$ cat config.mk
export PLATFORM = sky130hd
export DESIGN_NAME = regulator_channel_control_regs
export DESIGN_NICKNAME = d
export VERILOG_FILES = /design/src/sleep_slot_decode.v /design/src/voltage_code_to_mv.v /design/src/regulator_channel_control_regs.v
export VERILOG_INCLUDE_DIRS = /design/src
export SDC_FILE = /design/constraint.sdc
export NUM_CORES = 1
export LEC_CHECK = 0
export BUFFER_PORTS_ARGS = -buffer_cell sky130_fd_sc_hd__buf_2
export CAP_MARGIN = 40
export CELL_PAD_IN_SITES_DETAIL_PLACEMENT = 1
export CELL_PAD_IN_SITES_GLOBAL_PLACEMENT = 1
export CORE_ASPECT_RATIO = 0.6
export CORE_MARGIN = 2
export CORE_UTILIZATION = 43
export DETAILED_ROUTE_END_ITERATION = 6
export PLACE_DENSITY = 0.85
export SLEW_MARGIN = 20
export SYNTH_ARGS = -nofsm -noshare
export SYNTH_HDL_FRONTEND = slang
export SYNTH_SLANG_ARGS = --single-unit
$ cat constraint.sdc
create_clock -name sys_clk_i -period 5.1 [get_ports sys_clk_i]
set_clock_uncertainty 0.15 [all_clocks]
set_input_delay 0.51 -clock sys_clk_i [delete_from_list [all_inputs] [get_ports sys_clk_i]]
set_output_delay 0.51 -clock sys_clk_i [all_outputs]
set_load 0.005 [all_outputs]
$ cat src/regulator_channel_map.vh
// Register offsets, field positions, reset values and codes of the regulator channel bank.
`ifndef REGULATOR_CHANNEL_MAP_VH
`define REGULATOR_CHANNEL_MAP_VH

// ==========================================================================
// Register offsets
`define OFS_A_SLEEP_CTRL 16'h4073
`define OFS_B_MAIN_CTRL 16'h4074
`define OFS_B_ON_CTRL 16'h4075
`define OFS_B_SLEEP_CTRL 16'h4076
`define OFS_IRQ_STATUS 16'h40F0
`define OFS_IRQ_MASK 16'h40F1

// ==========================================================================
// Field positions
`define SLP_SLOT_MSB 15
`define SLP_SLOT_LSB 13
`define SLP_MODE_BIT 8
`define VSEL_MSB 4
`define VSEL_LSB 0
`define ERR_ACT_MSB 15
`define ERR_ACT_LSB 14
`define HWC_SRC_MSB 12
`define HWC_SRC_LSB 11
`define HWC_VPICK_BIT 10
`define HWC_MODE_MSB 9
`define HWC_MODE_LSB 8
`define FLT_BIT 7
`define SWI_BIT 6
`define LP_CLASS_BIT 0
`define ON_MODE_BIT 8
`define IRQ_UV_BIT 0
`define IRQ_SLEEP_BIT 1

// ==========================================================================
// Reset values
`define RST_SLP_SLOT 3'h0
`define RST_SLP_MODE 1'h1
`define RST_VSEL 5'h00
`define RST_ERR_ACT 2'h0
`define RST_HWC_SRC 2'h0
`define RST_HWC_MODE 2'h2
`define RST_FLT 1'h0
`define RST_IRQ_MASK 2'h0

// ==========================================================================
// Codes
`define ACT_IGNORE 2'h0
`define ACT_SHUT_REG 2'h1
`define ACT_SHUT_SYS 2'h2
`define HWC_OFF 2'h0
`define HWC_IN1 2'h1
`define HWC_IN2 2'h2
`define HWC_EITHER 2'h3
`define HMODE_OFF 2'h1
`define HMODE_ON_BIT 2'h3
`define VSEL_FINE_TOP 5'h0E
`define MV_BASE 12'h384
`define MV_FINE_STEP 12'h032
`define MV_COARSE_BASE 12'h6A4
`define MV_COARSE_STEP 12'h064

`endif

$ cat src/sleep_slot_decode.v
// Decoder from the sleep timeslot code to a target timeslot and an action.
`timescale 1ns/1ps

module sleep_slot_decode (
  // Code and assignment.
  input wire [2:0] slot_code_i,
  input wire hw_assigned_i,
  // Decoded target.
  output reg [2:0] target_slot_o,
  output reg disable_o
);

  // Transition codes keep the output on; the middle codes turn it off unless hardware owns it.
  always @* begin
    case (slot_code_i)
      3'h0: begin
        target_slot_o = 3'h5;
        disable_o = 1'b0;
      end
      3'h6: begin
        target_slot_o = 3'h3;
        disable_o = 1'b0;
      end
      3'h7: begin
        target_slot_o = 3'h1;
        disable_o = 1'b0;
      end
      default: begin
        target_slot_o = 3'h6 - slot_code_i;
        disable_o = ~hw_assigned_i;
      end
    endcase
  end

endmodule

$ cat src/voltage_code_to_mv.v
// Conversion of a 5-bit regulator voltage code to millivolts.
`timescale 1ns/1ps
`include "regulator_channel_map.vh"

module voltage_code_to_mv (
  // Voltage code.
  input wire [4:0] code_i,
  // Output level in millivolts.
  output reg [11:0] mv_o
);

  // Fine 50 mV steps up to 1.6 V, then 100 mV steps from 1.7 V.
  always @* begin
    if (code_i <= `VSEL_FINE_TOP) begin
      mv_o = `MV_BASE + `MV_FINE_STEP * {7'h00, code_i};
    end else begin
      mv_o = `MV_COARSE_BASE + `MV_COARSE_STEP * {7'h00, code_i - 5'h0F};
    end
  end

endmodule

$ cat src/regulator_channel_control_regs.v
// Control register bank and control decode for two regulator channels.
`timescale 1ns/1ps
`include "regulator_channel_map.vh"

// Operation
// - Sleep codes 000, 110, 111 apply sleep voltage and mode in slots 5, 3, 1.
// - Sleep codes 001 to 101 disable the regulator in slots 5 down to 1.
// - With a hardware enable assigned, codes 001 to 101 pick the sleep-entry slot.
// - Sleep mode bit 8: 0 normal, 1 low power; resets to 1.
// - Voltage code: 0.9 V in 50 mV steps to 1.6 V, then 100 mV steps.
// - Undervoltage action: ignore, shut down regulator, or whole-system reset.
// - Every undervoltage raises an interrupt whatever the action.
// - Hardware control source: none, input 1, input 2, or either input.
// - Under hardware control bit 10 picks ON or sleep voltage code.
// - Hardware mode: 00 and 10 low power, 01 off, 11 follows ON mode.
// - Bit 7: 0 discharges the disabled output, 1 leaves it floating.
// - Bit 0 picks 50 mA or 20 mA low-power class.
// - ON mode bit 8 selects normal at 0, low power at 1.
module regulator_channel_control_regs (
  // Clock and reset.
  input wire sys_clk_i,
  input wire rst_i,
  // Register port.
  input wire [15:0] addr_i,
  input wire [15:0] wdata_i,
  input wire wr_i,
  input wire rd_i,
  output reg [15:0] rdata_o,
  // Sleep sequencer.
  input wire sleep_seq_i,
  input wire [2:0] timeslot_i,
  input wire timeslot_stb_i,
  input wire wake_i,
  input wire a_hw_assigned_i,
  // Channel B control inputs.
  input wire hwc1_i,
  input wire hwc2_i,
  input wire b_sw_on_i,
  input wire b_undervoltage_i,
  // Channel A state.
  output reg a_in_sleep_o,
  output reg a_disabled_o,
  output reg a_low_power_o,
  output reg [11:0] a_sleep_mv_o,
  // Channel B state.
  output reg b_enable_o,
  output reg b_low_power_o,
  output reg b_class_20ma_o,
  output reg b_discharge_o,
  output reg [11:0] b_mv_o,
  output reg sys_reset_req_o,
  // Interrupt.
  output reg irq_o
);

  // ==========================================================================
  // Register storage
  reg [2:0] a_slp_slot_ff;
  reg a_slp_mode_ff;
  reg [4:0] a_slp_vsel_ff;
  reg [1:0] b_err_act_ff;
  reg [1:0] b_hwc_src_ff;
  reg b_hwc_vpick_ff;
  reg [1:0] b_hwc_mode_ff;
  reg b_flt_ff;
  reg b_swi_ff;
  reg b_lp_class_ff;
  reg b_on_mode_ff;
  reg [4:0] b_on_vsel_ff;
  reg [4:0] b_slp_vsel_ff;
  reg [1:0] irq_status_ff;
  reg [1:0] irq_mask_ff;
  reg b_shutdown_ff;
  reg a_done_ff;

  // Decoded access strobes.
  wire wr_a_slp;
  wire wr_b_main;
  wire wr_b_on;
  wire wr_b_slp;
  wire wr_mask;
  wire rd_status;

  assign wr_a_slp = wr_i && (addr_i == `OFS_A_SLEEP_CTRL);
  assign wr_b_main = wr_i && (addr_i == `OFS_B_MAIN_CTRL);
  assign wr_b_on = wr_i && (addr_i == `OFS_B_ON_CTRL);
  assign wr_b_slp = wr_i && (addr_i == `OFS_B_SLEEP_CTRL);
  assign wr_mask = wr_i && (addr_i == `OFS_IRQ_MASK);
  assign rd_status = rd_i && (addr_i == `OFS_IRQ_STATUS);

  // ==========================================================================
  // Channel A sleep decode
  wire [2:0] a_target_slot;
  wire a_target_disable;
  wire [11:0] a_mv;

  sleep_slot_decode u_slot_decode (
    .slot_code_i(a_slp_slot_ff),
    .hw_assigned_i(a_hw_assigned_i),
    .target_slot_o(a_target_slot),
    .disable_o(a_target_disable)
  );

  voltage_code_to_mv u_a_mv (
    .code_i(a_slp_vsel_ff),
    .mv_o(a_mv)
  );

  // The sleep step fires once, on the strobe of the matching timeslot.
  wire a_slot_hit;

  assign a_slot_hit = sleep_seq_i && timeslot_stb_i && !a_done_ff &&
                      (timeslot_i == a_target_slot);

  reg nxt_a_in_sleep;
  reg nxt_a_disabled;

  // A disable code turns the output off; otherwise sleep voltage and mode are applied.
  always @* begin
    nxt_a_in_sleep = a_in_sleep_o;
    nxt_a_disabled = a_disabled_o;
    if (wake_i) begin
      nxt_a_in_sleep = 1'b0;
      nxt_a_disabled = 1'b0;
    end else if (a_slot_hit) begin
      nxt_a_in_sleep = ~a_target_disable;
      nxt_a_disabled = a_target_disable;
    end
  end

  // ==========================================================================
  // Channel B hardware control decode
  reg b_hw_active;
  reg [4:0] b_vsel_pick;
  reg nxt_b_enable;
  reg nxt_b_low_power;
  wire [11:0] b_mv;

  // Source selection, voltage pick and hardware operating mode.
  always @* begin
    case (b_hwc_src_ff)
      `HWC_IN1: b_hw_active = hwc1_i;
      `HWC_IN2: b_hw_active = hwc2_i;
      `HWC_EITHER: b_hw_active = hwc1_i | hwc2_i;
      default: b_hw_active = 1'b0;
    endcase
    if (b_hw_active && b_hwc_vpick_ff) begin
      b_vsel_pick = b_slp_vsel_ff;
    end else begin
      b_vsel_pick = b_on_vsel_ff;
    end
    if (b_hw_active) begin
      case (b_hwc_mode_ff)
        `HMODE_OFF: begin
          nxt_b_enable = 1'b0;
          nxt_b_low_power = 1'b0;
        end
        `HMODE_ON_BIT: begin
          nxt_b_enable = 1'b1;
          nxt_b_low_power = b_on_mode_ff;
        end
        default: begin
          nxt_b_enable = 1'b1;
          nxt_b_low_power = 1'b1;
        end
      endcase
    end else begin
      nxt_b_enable = b_sw_on_i;
      nxt_b_low_power = b_on_mode_ff;
    end
    if (b_shutdown_ff) begin
      nxt_b_enable = 1'b0;
    end
  end

  voltage_code_to_mv u_b_mv (
    .code_i(b_vsel_pick),
    .mv_o(b_mv)
  );

  // ==========================================================================
  // Interrupt status
  reg [1:0] irq_events;
  reg [1:0] nxt_irq_status;

  // New events win over the clear that a status read performs.
  always @* begin
    irq_events = 2'h0;
    irq_events[`IRQ_UV_BIT] = b_undervoltage_i;
    irq_events[`IRQ_SLEEP_BIT] = a_slot_hit;
    if (rd_status) begin
      nxt_irq_status = irq_events;
    end else begin
      nxt_irq_status = irq_status_ff | irq_events;
    end
  end

  // ==========================================================================
  // Register writes
  always @(posedge sys_clk_i) begin
    if (rst_i) begin
      a_slp_slot_ff <= `RST_SLP_SLOT;
      a_slp_mode_ff <= `RST_SLP_MODE;
      a_slp_vsel_ff <= `RST_VSEL;
      b_err_act_ff <= `RST_ERR_ACT;
      b_hwc_src_ff <= `RST_HWC_SRC;
      b_hwc_vpick_ff <= 1'b0;
      b_hwc_mode_ff <= `RST_HWC_MODE;
      b_flt_ff <= `RST_FLT;
      b_swi_ff <= 1'b0;
      b_lp_class_ff <= 1'b0;
      b_on_mode_ff <= 1'b0;
      b_on_vsel_ff <= `RST_VSEL;
      b_slp_vsel_ff <= `RST_VSEL;
      irq_mask_ff <= `RST_IRQ_MASK;
    end else begin
      if (wr_a_slp) begin
        a_slp_slot_ff <= wdata_i[`SLP_SLOT_MSB:`SLP_SLOT_LSB];
        a_slp_mode_ff <= wdata_i[`SLP_MODE_BIT];
        a_slp_vsel_ff <= wdata_i[`VSEL_MSB:`VSEL_LSB];
      end
      if (wr_b_main) begin
        b_err_act_ff <= wdata_i[`ERR_ACT_MSB:`ERR_ACT_LSB];
        b_hwc_src_ff <= wdata_i[`HWC_SRC_MSB:`HWC_SRC_LSB];
        b_hwc_vpick_ff <= wdata_i[`HWC_VPICK_BIT];
        b_hwc_mode_ff <= wdata_i[`HWC_MODE_MSB:`HWC_MODE_LSB];
        b_flt_ff <= wdata_i[`FLT_BIT];
        b_swi_ff <= wdata_i[`SWI_BIT];
        b_lp_class_ff <= wdata_i[`LP_CLASS_BIT];
      end
      if (wr_b_on) begin
        b_on_mode_ff <= wdata_i[`ON_MODE_BIT];
        b_on_vsel_ff <= wdata_i[`VSEL_MSB:`VSEL_LSB];
      end
      if (wr_b_slp) begin
        b_slp_vsel_ff <= wdata_i[`VSEL_MSB:`VSEL_LSB];
      end
      if (wr_mask) begin
        irq_mask_ff <= wdata_i[1:0];
      end
    end
  end

  // ==========================================================================
  // Undervoltage response
  // A regulator shutdown holds until software rewrites the main control register.
  always @(posedge sys_clk_i) begin
    if (rst_i) begin
      b_shutdown_ff <= 1'b0;
      sys_reset_req_o <= 1'b0;
    end else begin
      sys_reset_req_o <= b_undervoltage_i && (b_err_act_ff == `ACT_SHUT_SYS);
      if (b_undervoltage_i && (b_err_act_ff == `ACT_SHUT_REG)) begin
        b_shutdown_ff <= 1'b1;
      end else if (wr_b_main) begin
        b_shutdown_ff <= 1'b0;
      end
    end
  end

  // ==========================================================================
  // Channel state outputs
  always @(posedge sys_clk_i) begin
    if (rst_i) begin
      a_done_ff <= 1'b0;
      a_in_sleep_o <= 1'b0;
      a_disabled_o <= 1'b0;
      a_low_power_o <= 1'b0;
      a_sleep_mv_o <= `MV_BASE;
      b_enable_o <= 1'b0;
      b_low_power_o <= 1'b0;
      b_class_20ma_o <= 1'b0;
      b_discharge_o <= 1'b0;
      b_mv_o <= `MV_BASE;
    end else begin
      if (wake_i) begin
        a_done_ff <= 1'b0;
      end else if (a_slot_hit) begin
        a_done_ff <= 1'b1;
      end
      a_in_sleep_o <= nxt_a_in_sleep;
      a_disabled_o <= nxt_a_disabled;
      a_low_power_o <= nxt_a_in_sleep & a_slp_mode_ff;
      a_sleep_mv_o <= a_mv;
      b_enable_o <= nxt_b_enable;
      b_low_power_o <= nxt_b_low_power;
      b_class_20ma_o <= b_lp_class_ff;
      b_discharge_o <= ~nxt_b_enable & ~b_flt_ff;
      b_mv_o <= b_mv;
    end
  end

  // ==========================================================================
  // Interrupt status and output
  always @(posedge sys_clk_i) begin
    if (rst_i) begin
      irq_status_ff <= 2'h0;
      irq_o <= 1'b0;
    end else begin
      irq_status_ff <= nxt_irq_status;
      irq_o <= |(nxt_irq_status & irq_mask_ff);
    end
  end

  // ==========================================================================
  // Read data
  reg [15:0] nxt_rdata;

  // Unmapped addresses and idle cycles read as zero.
  always @* begin
    nxt_rdata = 16'h0000;
    if (rd_i) begin
      case (addr_i)
        `OFS_A_SLEEP_CTRL: begin
          nxt_rdata[`SLP_SLOT_MSB:`SLP_SLOT_LSB] = a_slp_slot_ff;
          nxt_rdata[`SLP_MODE_BIT] = a_slp_mode_ff;
          nxt_rdata[`VSEL_MSB:`VSEL_LSB] = a_slp_vsel_ff;
        end
        `OFS_B_MAIN_CTRL: begin
          nxt_rdata[`ERR_ACT_MSB:`ERR_ACT_LSB] = b_err_act_ff;
          nxt_rdata[`HWC_SRC_MSB:`HWC_SRC_LSB] = b_hwc_src_ff;
          nxt_rdata[`HWC_VPICK_BIT] = b_hwc_vpick_ff;
          nxt_rdata[`HWC_MODE_MSB:`HWC_MODE_LSB] = b_hwc_mode_ff;
          nxt_rdata[`FLT_BIT] = b_flt_ff;
          nxt_rdata[`SWI_BIT] = b_swi_ff;
          nxt_rdata[`LP_CLASS_BIT] = b_lp_class_ff;
        end
        `OFS_B_ON_CTRL: begin
          nxt_rdata[`ON_MODE_BIT] = b_on_mode_ff;
          nxt_rdata[`VSEL_MSB:`VSEL_LSB] = b_on_vsel_ff;
        end
        `OFS_B_SLEEP_CTRL: begin
          nxt_rdata[`VSEL_MSB:`VSEL_LSB] = b_slp_vsel_ff;
        end
        `OFS_IRQ_STATUS: begin
          nxt_rdata[1:0] = irq_status_ff;
        end
        `OFS_IRQ_MASK: begin
          nxt_rdata[1:0] = irq_mask_ff;
        end
        default: begin
          nxt_rdata = 16'h0000;
        end
      endcase
    end
  end

  // Read data stands only in the cycle after the strobe.
  always @(posedge sys_clk_i) begin
    if (rst_i) begin
      rdata_o <= 16'h0000;
    end else begin
      rdata_o <= nxt_rdata;
    end
  end

endmodule

==> run summary, run 1 <==
status: completed
clock power share: 0.490
setup_tns: 0 ns
post_cts resized: 0
critical path's slowest cell: fa_1
Yosys cell types: 71
share of cells above drive strength 1: 0.186
Fill cells: 1,474
Setup crit end kind: register
Max Cap Violations: 0
top cell type's share of synthesized area: 0.300
FMAX: 210 MHz
initial drt markers: 243
final hold vios: 0
Comb power frac: 0.037
cell taking the most area after synthesis: dfxtp_1
largest net degree at the start of global routing: 67
Clock Latency Late Sink: 0.34 ns
Mapped Area: 5470 um^2
RSZ-0062 raised after global routing: no
Chip Height: 91.4 um
via/cell ratio: 5.67
Mapped Cells: 615
DR pass1 iterations: 5
dpl hpwl: 12,400 um
placed cells: 853
WS Path Type: register to register
Max FO, Critical Path: 6
Root Driver: clkbuf_16
CP peak stage delay: 0.43 ns
Int Pwr: 0.00104 W
register-to-register path setup slack: 0.34 ns
Leak: 3.04 nW
DRC: 0
HP Start: wdata_i[10]
diode count: 0
yosys warns: 0
vias in the first global route: 5,122
startpoint types: register
Port Buffer Count: 91
hold depth: 3
WP data arrival: 4.86 ns
clock sinks: 82
worst r2r path cells: 16
routability cong.: 0.856
antenna viol nets, final: 0
Avg Synthesized Cell Area: 8.90 um^2
first-pass GRT wire length: 26,800 um
drt total wl: 16,600 um
H-tree levels: 3
worst-margin pin slew: 0.793 ns
I/O Pins: 96
nets: 815
non-filler cells, final: 869
Hold-fix buffers, CTS: 0
pwr/cell area: 215 nW/um^2
Post-Synth Simple-Gate Area: 0.187
drt wl/cell: 19.1 um
number of CTS-inserted buffers: 9
final cycle utilization of the critical path: 0.933
Final Critical Period: 4.76 ns
complex-gate fraction of the synthesized area: 0.155
initial antenna violation count: 0
die width: 150 um
Rel. slew slack: 0.471
CTS tree: done
Pins Over Slew Limit: 0
fraction of registers with async set/reset: 0
Worst Path Buf+Inv: 1
Synth Area in XOR/XNOR: 0.0862
Post-CTS Setup Repair Bufs: 0
post-synthesis sequential area ratio: 0.300
top post-synthesis cells by area: dfxtp_1 30%, ha_1 15%, xnor2_1 5.9%
mux contribution to synthesized area: 0.0544
final setup vio count: 0
reg-to-reg endpoint: b_mv_o[10]
Post-Synth Adder-Cell Area: 0.163
peak supply drop: 168 uV
core box area: 12,300 um^2
total gr overflow: 0
most instantiated cells after synthesis: 82 x dfxtp_1, 67 x nor2_1, 65 x ha_1
Die Area: 13,700 um^2
Vias: 4,929
Worst EP required: 5.20 ns
Tot GR Track Use: 0.247
Reg power frac: 0.473
Sw Ratio: 0.231
largest family of logic cells by synthesized area: simple AND/OR/NAND/NOR gates
Site Rows: 31
Layout area overhead: 15.6%
Main synth FF type: dfxtp_1
hold endpoint: b_hwc_vpick_ff
reg2reg start: b_hwc_src_ff[0]
initial core utilization: 0.447
clock slew at reported path FFs: 0.07 ns
CP most frequent cell: ha_1
CP top delay family: adder cells
Hold Crit Class: input pin to register
Switching Power: 0.000314 W
most frequent cell after synthesis: dfxtp_1
critical-path cell list: a22o_1 > nand2_8 > mux2i_1 > inv_1 > ha_1 > nand2_1 > xor2_1 > ha_1 > ha_1 > ha_1 > fa_1 > xnor2_1 > and3b_1 > a211oi_2 > xnor2_1 > a211oi_2
Post-synth EDFFs: 0
Longest Clk Path Bufs: 2
Yosys reg bits: 82
==> worst max-delay path by stage <==
stage	start	end	slack [ns]	cells after the start
floorplan	hwc1_i	b_mv_o[10]	0.75	19
global placement	hwc1_i	b_mv_o[10]	0.40	17
detailed placement	hwc1_i	b_mv_o[10]	0.15	17
CTS	b_hwc_src_ff[0]	b_mv_o[10]	0.40	16
global route	b_hwc_vpick_ff	b_mv_o[10]	0.04	16
finish	b_hwc_src_ff[0]	b_mv_o[10]	0.34	16
==> power groups by stage <==
stage | sequential [W] | clock [W] | combinational [W]
finish | 0.000643 | 0.000666 | 0.0000496
global route | 0.000642 | 0.000702 | 0.0000540
CTS | 0.000643 | 0.000677 | 0.0000495
detailed placement | 0.000657 | 0 | 0.0000486
global placement | 0.000657 | 0 | 0.0000467
floorplan | 0.000657 | 0 | 0.0000224
==> kinds of logic (layout without fill, tap and decap cells) <==
| family | after synthesis | after routing |
|---|---|---|
| AND/OR/NAND/NOR | 199 | 199 |
| XOR/XNOR | 53 | 53 |
| other | 1 | 3 |
| adder cells (fa/ha/maj) | 69 | 69 |
| flip-flops | 82 | 82 |
| AO/OA/AOI/OAI | 122 | 122 |
| multiplexers | 28 | 28 |
| buffers and inverters | 61 | 148 |
==> sequential cells by signal, indices dropped and copies added, names as in the netlist, 3 cells and up <==
name           count
b_slp_vsel_ff      5
rdata_o           15
a_sleep_mv_o      11
a_slp_vsel_ff      5
b_on_vsel_ff       5
b_mv_o            11
a_slp_slot_ff      3
==> final cells by class <==
| cell class | instances | area, um^2 | area share |
|---|---|---|---|
| clock buffers | 9 | 225 | 0.0356 |
| clock inverters | 7 | 76.3 | 0.0121 |
| inverters | 35 | 131 | 0.0208 |
| multi-input cells | 474 | 3540 | 0.560 |
| flip-flops and latches | 82 | 1640 | 0.259 |
| well taps | 165 | 206 | 0.0326 |
| repair buffers | 97 | 500 | 0.0791 |
==> placed cells by master, fill, tap and decap left out, drive strengths merged, types with 10 or more instances in the layout <==
| cell | n |
|---|---|
| dfxtp | 82 |
| and3 | 10 |
| buf | 97 |
| mux2i | 27 |
| nand3 | 24 |
| a21oi | 41 |
| ha | 65 |
| a21o | 10 |
| o21ai | 14 |
| nor2 | 67 |
| and2 | 10 |
| xnor2 | 38 |
| nor3 | 13 |
| nand2 | 33 |
| xor2 | 15 |
| inv | 37 |
==> metal layers <==
layer  wire length (um)  global-route usage  up-vias
met3               1060              0.0543       25
met2               7480               0.402      158
li1                   -                   -     2320
met5                  0                   0        -
met4                243              0.0660        0
met1               7780               0.332     2426
==> stage by stage <==
stage | area, um^2 | power (W) | hold WS, ns | setup slack, ns | utilization
5_1_grt | 6330 | 0.00140 | 0.260 | 0.0393 | 0.516
2_1_floorplan | 5480 | 0.000680 | 0.263 | 0.748 | -
3_5_place_dp | 6020 | 0.000706 | 0.303 | 0.154 | 0.492
6_report | 6330 | 0.00136 | 0.257 | 0.343 | 0.516
3_3_place_gp | 6020 | 0.000704 | 0.281 | 0.398 | 0.492
4_1_cts | 6330 | 0.00137 | 0.252 | 0.395 | 0.516
==> worst min-delay path: stages <==
cell and delay [ns]:
buf_2 0.08, mux2i_1 0.05, nor2_1 0.07
No activity file was read; power rests on OpenSTA's default activity.
==> inputs of run 2 (changes only) <==
- CORE_UTILIZATION: 43 -> 44
- CTS_BUF_LIST: not set -> sky130_fd_sc_hd__clkbuf_8
- PLACE_DENSITY: 0.85 -> 0.87
==> run 2 against run 1 <==
  * Final area is 1.9% lower
  * Sequential power hardly changed
  * First-iteration DRC count is 12% higher
  * Sequential share of layout area is 0.50 points higher
  * Final cell count stayed put
  * Worst hold slack worse by 0.036 ns
  * Count of clock-buffer cells in the layout stayed put
  * Critical path type unchanged
==> run summary, run 2 (same netlist as run 1, synthesis figures left out) <==
Setup crit end kind: register
startpoint types: register
Layout area overhead: 13.4%
I/O Pins: 96
worst-margin pin slew: 0.809 ns
diode count: 0
worst r2r path cells: 16
HP Start: wdata_i[10]
Site Rows: 31
first-pass GRT wire length: 27,400 um
Final Critical Period: 4.84 ns
clock slew at reported path FFs: 0.09 ns
final hold vios: 0
die width: 148 um
via/cell ratio: 5.64
Pins Over Slew Limit: 0
Setup WS pre-CTS: 0.0711 ns
clock sinks: 82
dpl hpwl: 12,700 um
final setup vio count: 0
final cycle utilization of the critical path: 0.950
Hold Crit Class: input pin to register
peak supply drop: 115 uV
nets: 815
post_cts resized: 0
Post-CTS Setup Repair Bufs: 0
CTS tree: done
pwr/cell area: 186 nW/um^2
H-tree levels: 3
antenna viol nets, final: 0
biggest regs: rdata_o (15), a_sleep_mv_o (11), b_mv_o (11)
Worst EP required: 5.24 ns
routability cong.: 0.876
Port Buffer Count: 91
largest net degree at the start of global routing: 67
Leak: 2.98 nW
Die Area: 13,400 um^2
total gr overflow: 0
most common cell after layout, fill and taps aside: buf_2
worst setup margin: 0.257 ns
Hold-fix buffers, CTS: 0
WP data arrival: 4.98 ns
initial antenna violation count: 0
Reg with most FFs: rdata_o
Vias: 4,898
Rel. slew slack: 0.461
Final Total Pwr: 0.00116 W
DR pass1 iterations: 6
core box area: 12,100 um^2
hold depth: 3
Root Driver: clkbuf_8
setup_tns: 0 ns
non-filler cells, final: 869
FMAX: 206 MHz
Clock Latency Late Sink: 0.38 ns
RSZ-0062 raised after global routing: no
Max FO, Critical Path: 6
initial drt markers: 273
leading cell types in the layout, fill and taps excluded: 91 x buf_2, 82 x dfxtp_1, 67 x nor2_1
WS Path Type: register to register
Longest Clk Path Bufs: 2
reg2reg start: b_hwc_src_ff[0]
initial core utilization: 0.452
number of CTS-inserted buffers: 9
Chip Height: 90.4 um
Max Cap Violations: 0
share of cells above drive strength 1: 0.186
vias in the first global route: 5,282
DRC: 0
Tot GR Track Use: 0.258
Fill cells: 1,481
drt total wl: 16,900 um
status: completed
CP Launch Point: b_hwc_src_ff[0]
placed cells: 853
max reg flops: 15
drt wl/cell: 19.5 um
## run 2: cell count changes in the layout (fill, tap and decap cells not counted)
| cell | delta |
|---|---|
| clkbuf_16 | -9 |
| clkbuf_8 | +9 |
| clkinvlp_4 | +2 |
| bufinv_16 | -1 |
| clkinv_2 | -1 |
| clkinv_4 | -1 |
| inv_8 | +1 |
## run 2: power by group
| group | total [W] | internal (W) | switching, W |
|---|---|---|---|
| logic | 0.0000502 | 0.0000192 | 0.0000310 |
| clock network | 0.000463 | 0.000183 | 0.000280 |
| registers | 0.000642 | 0.000641 | 0.000000704 |
## run 2: final cells by class
cell class	count	area (um^2)	share of cell area
clock buffer	9	124	0.0200
clock inverter	7	58.8	0.00947
inverter	35	131	0.0212
multi-input combinational	474	3540	0.571
sequential	82	1640	0.264
tap	165	206	0.0333
timing repair buffer	97	500	0.0806
## run 2: path summary, 6_finish.rpt
path	to	slack, ns
hold reg to reg	b_discharge_o	0.31
setup reg to reg	b_mv_o[10]	0.26
setup / recovery	b_mv_o[10]	0.26
hold / removal	b_hwc_vpick_ff	0.22
## run 2: layer usage
metal	vias up	track usage	routed length [um]
met5	-	0	0
met4	0	0.0730	263
li1	2326	-	-
met3	28	0.0576	1090
met2	169	0.429	7780
met1	2375	0.336	7820
## run 2: critical path: stages, from the launching register on
cell      delay, ns
dfxtp_1        0.35
a22o_1         0.30
nand2_8        0.14
mux2i_1        0.46
inv_1          0.20
ha_1           0.32
nand2_1        0.11
xor2_1         0.30
ha_1           0.29
ha_1           0.27
ha_1           0.24
fa_1           0.43
xnor2_1        0.41
and3b_1        0.25
a211oi_2       0.21
xnor2_1        0.10
a211oi_2       0.23
## run 2: stage by stage
stage | hold WS [ns] | utilization | cell area [um^2]
2_1_floorplan | 0.263 | - | 5480
3_3_place_gp | 0.280 | 0.498 | 6020
3_5_place_dp | 0.306 | 0.498 | 6020
4_1_cts | 0.209 | 0.513 | 6210
5_1_grt | 0.224 | 0.513 | 6210
6_report | 0.221 | 0.513 | 6210
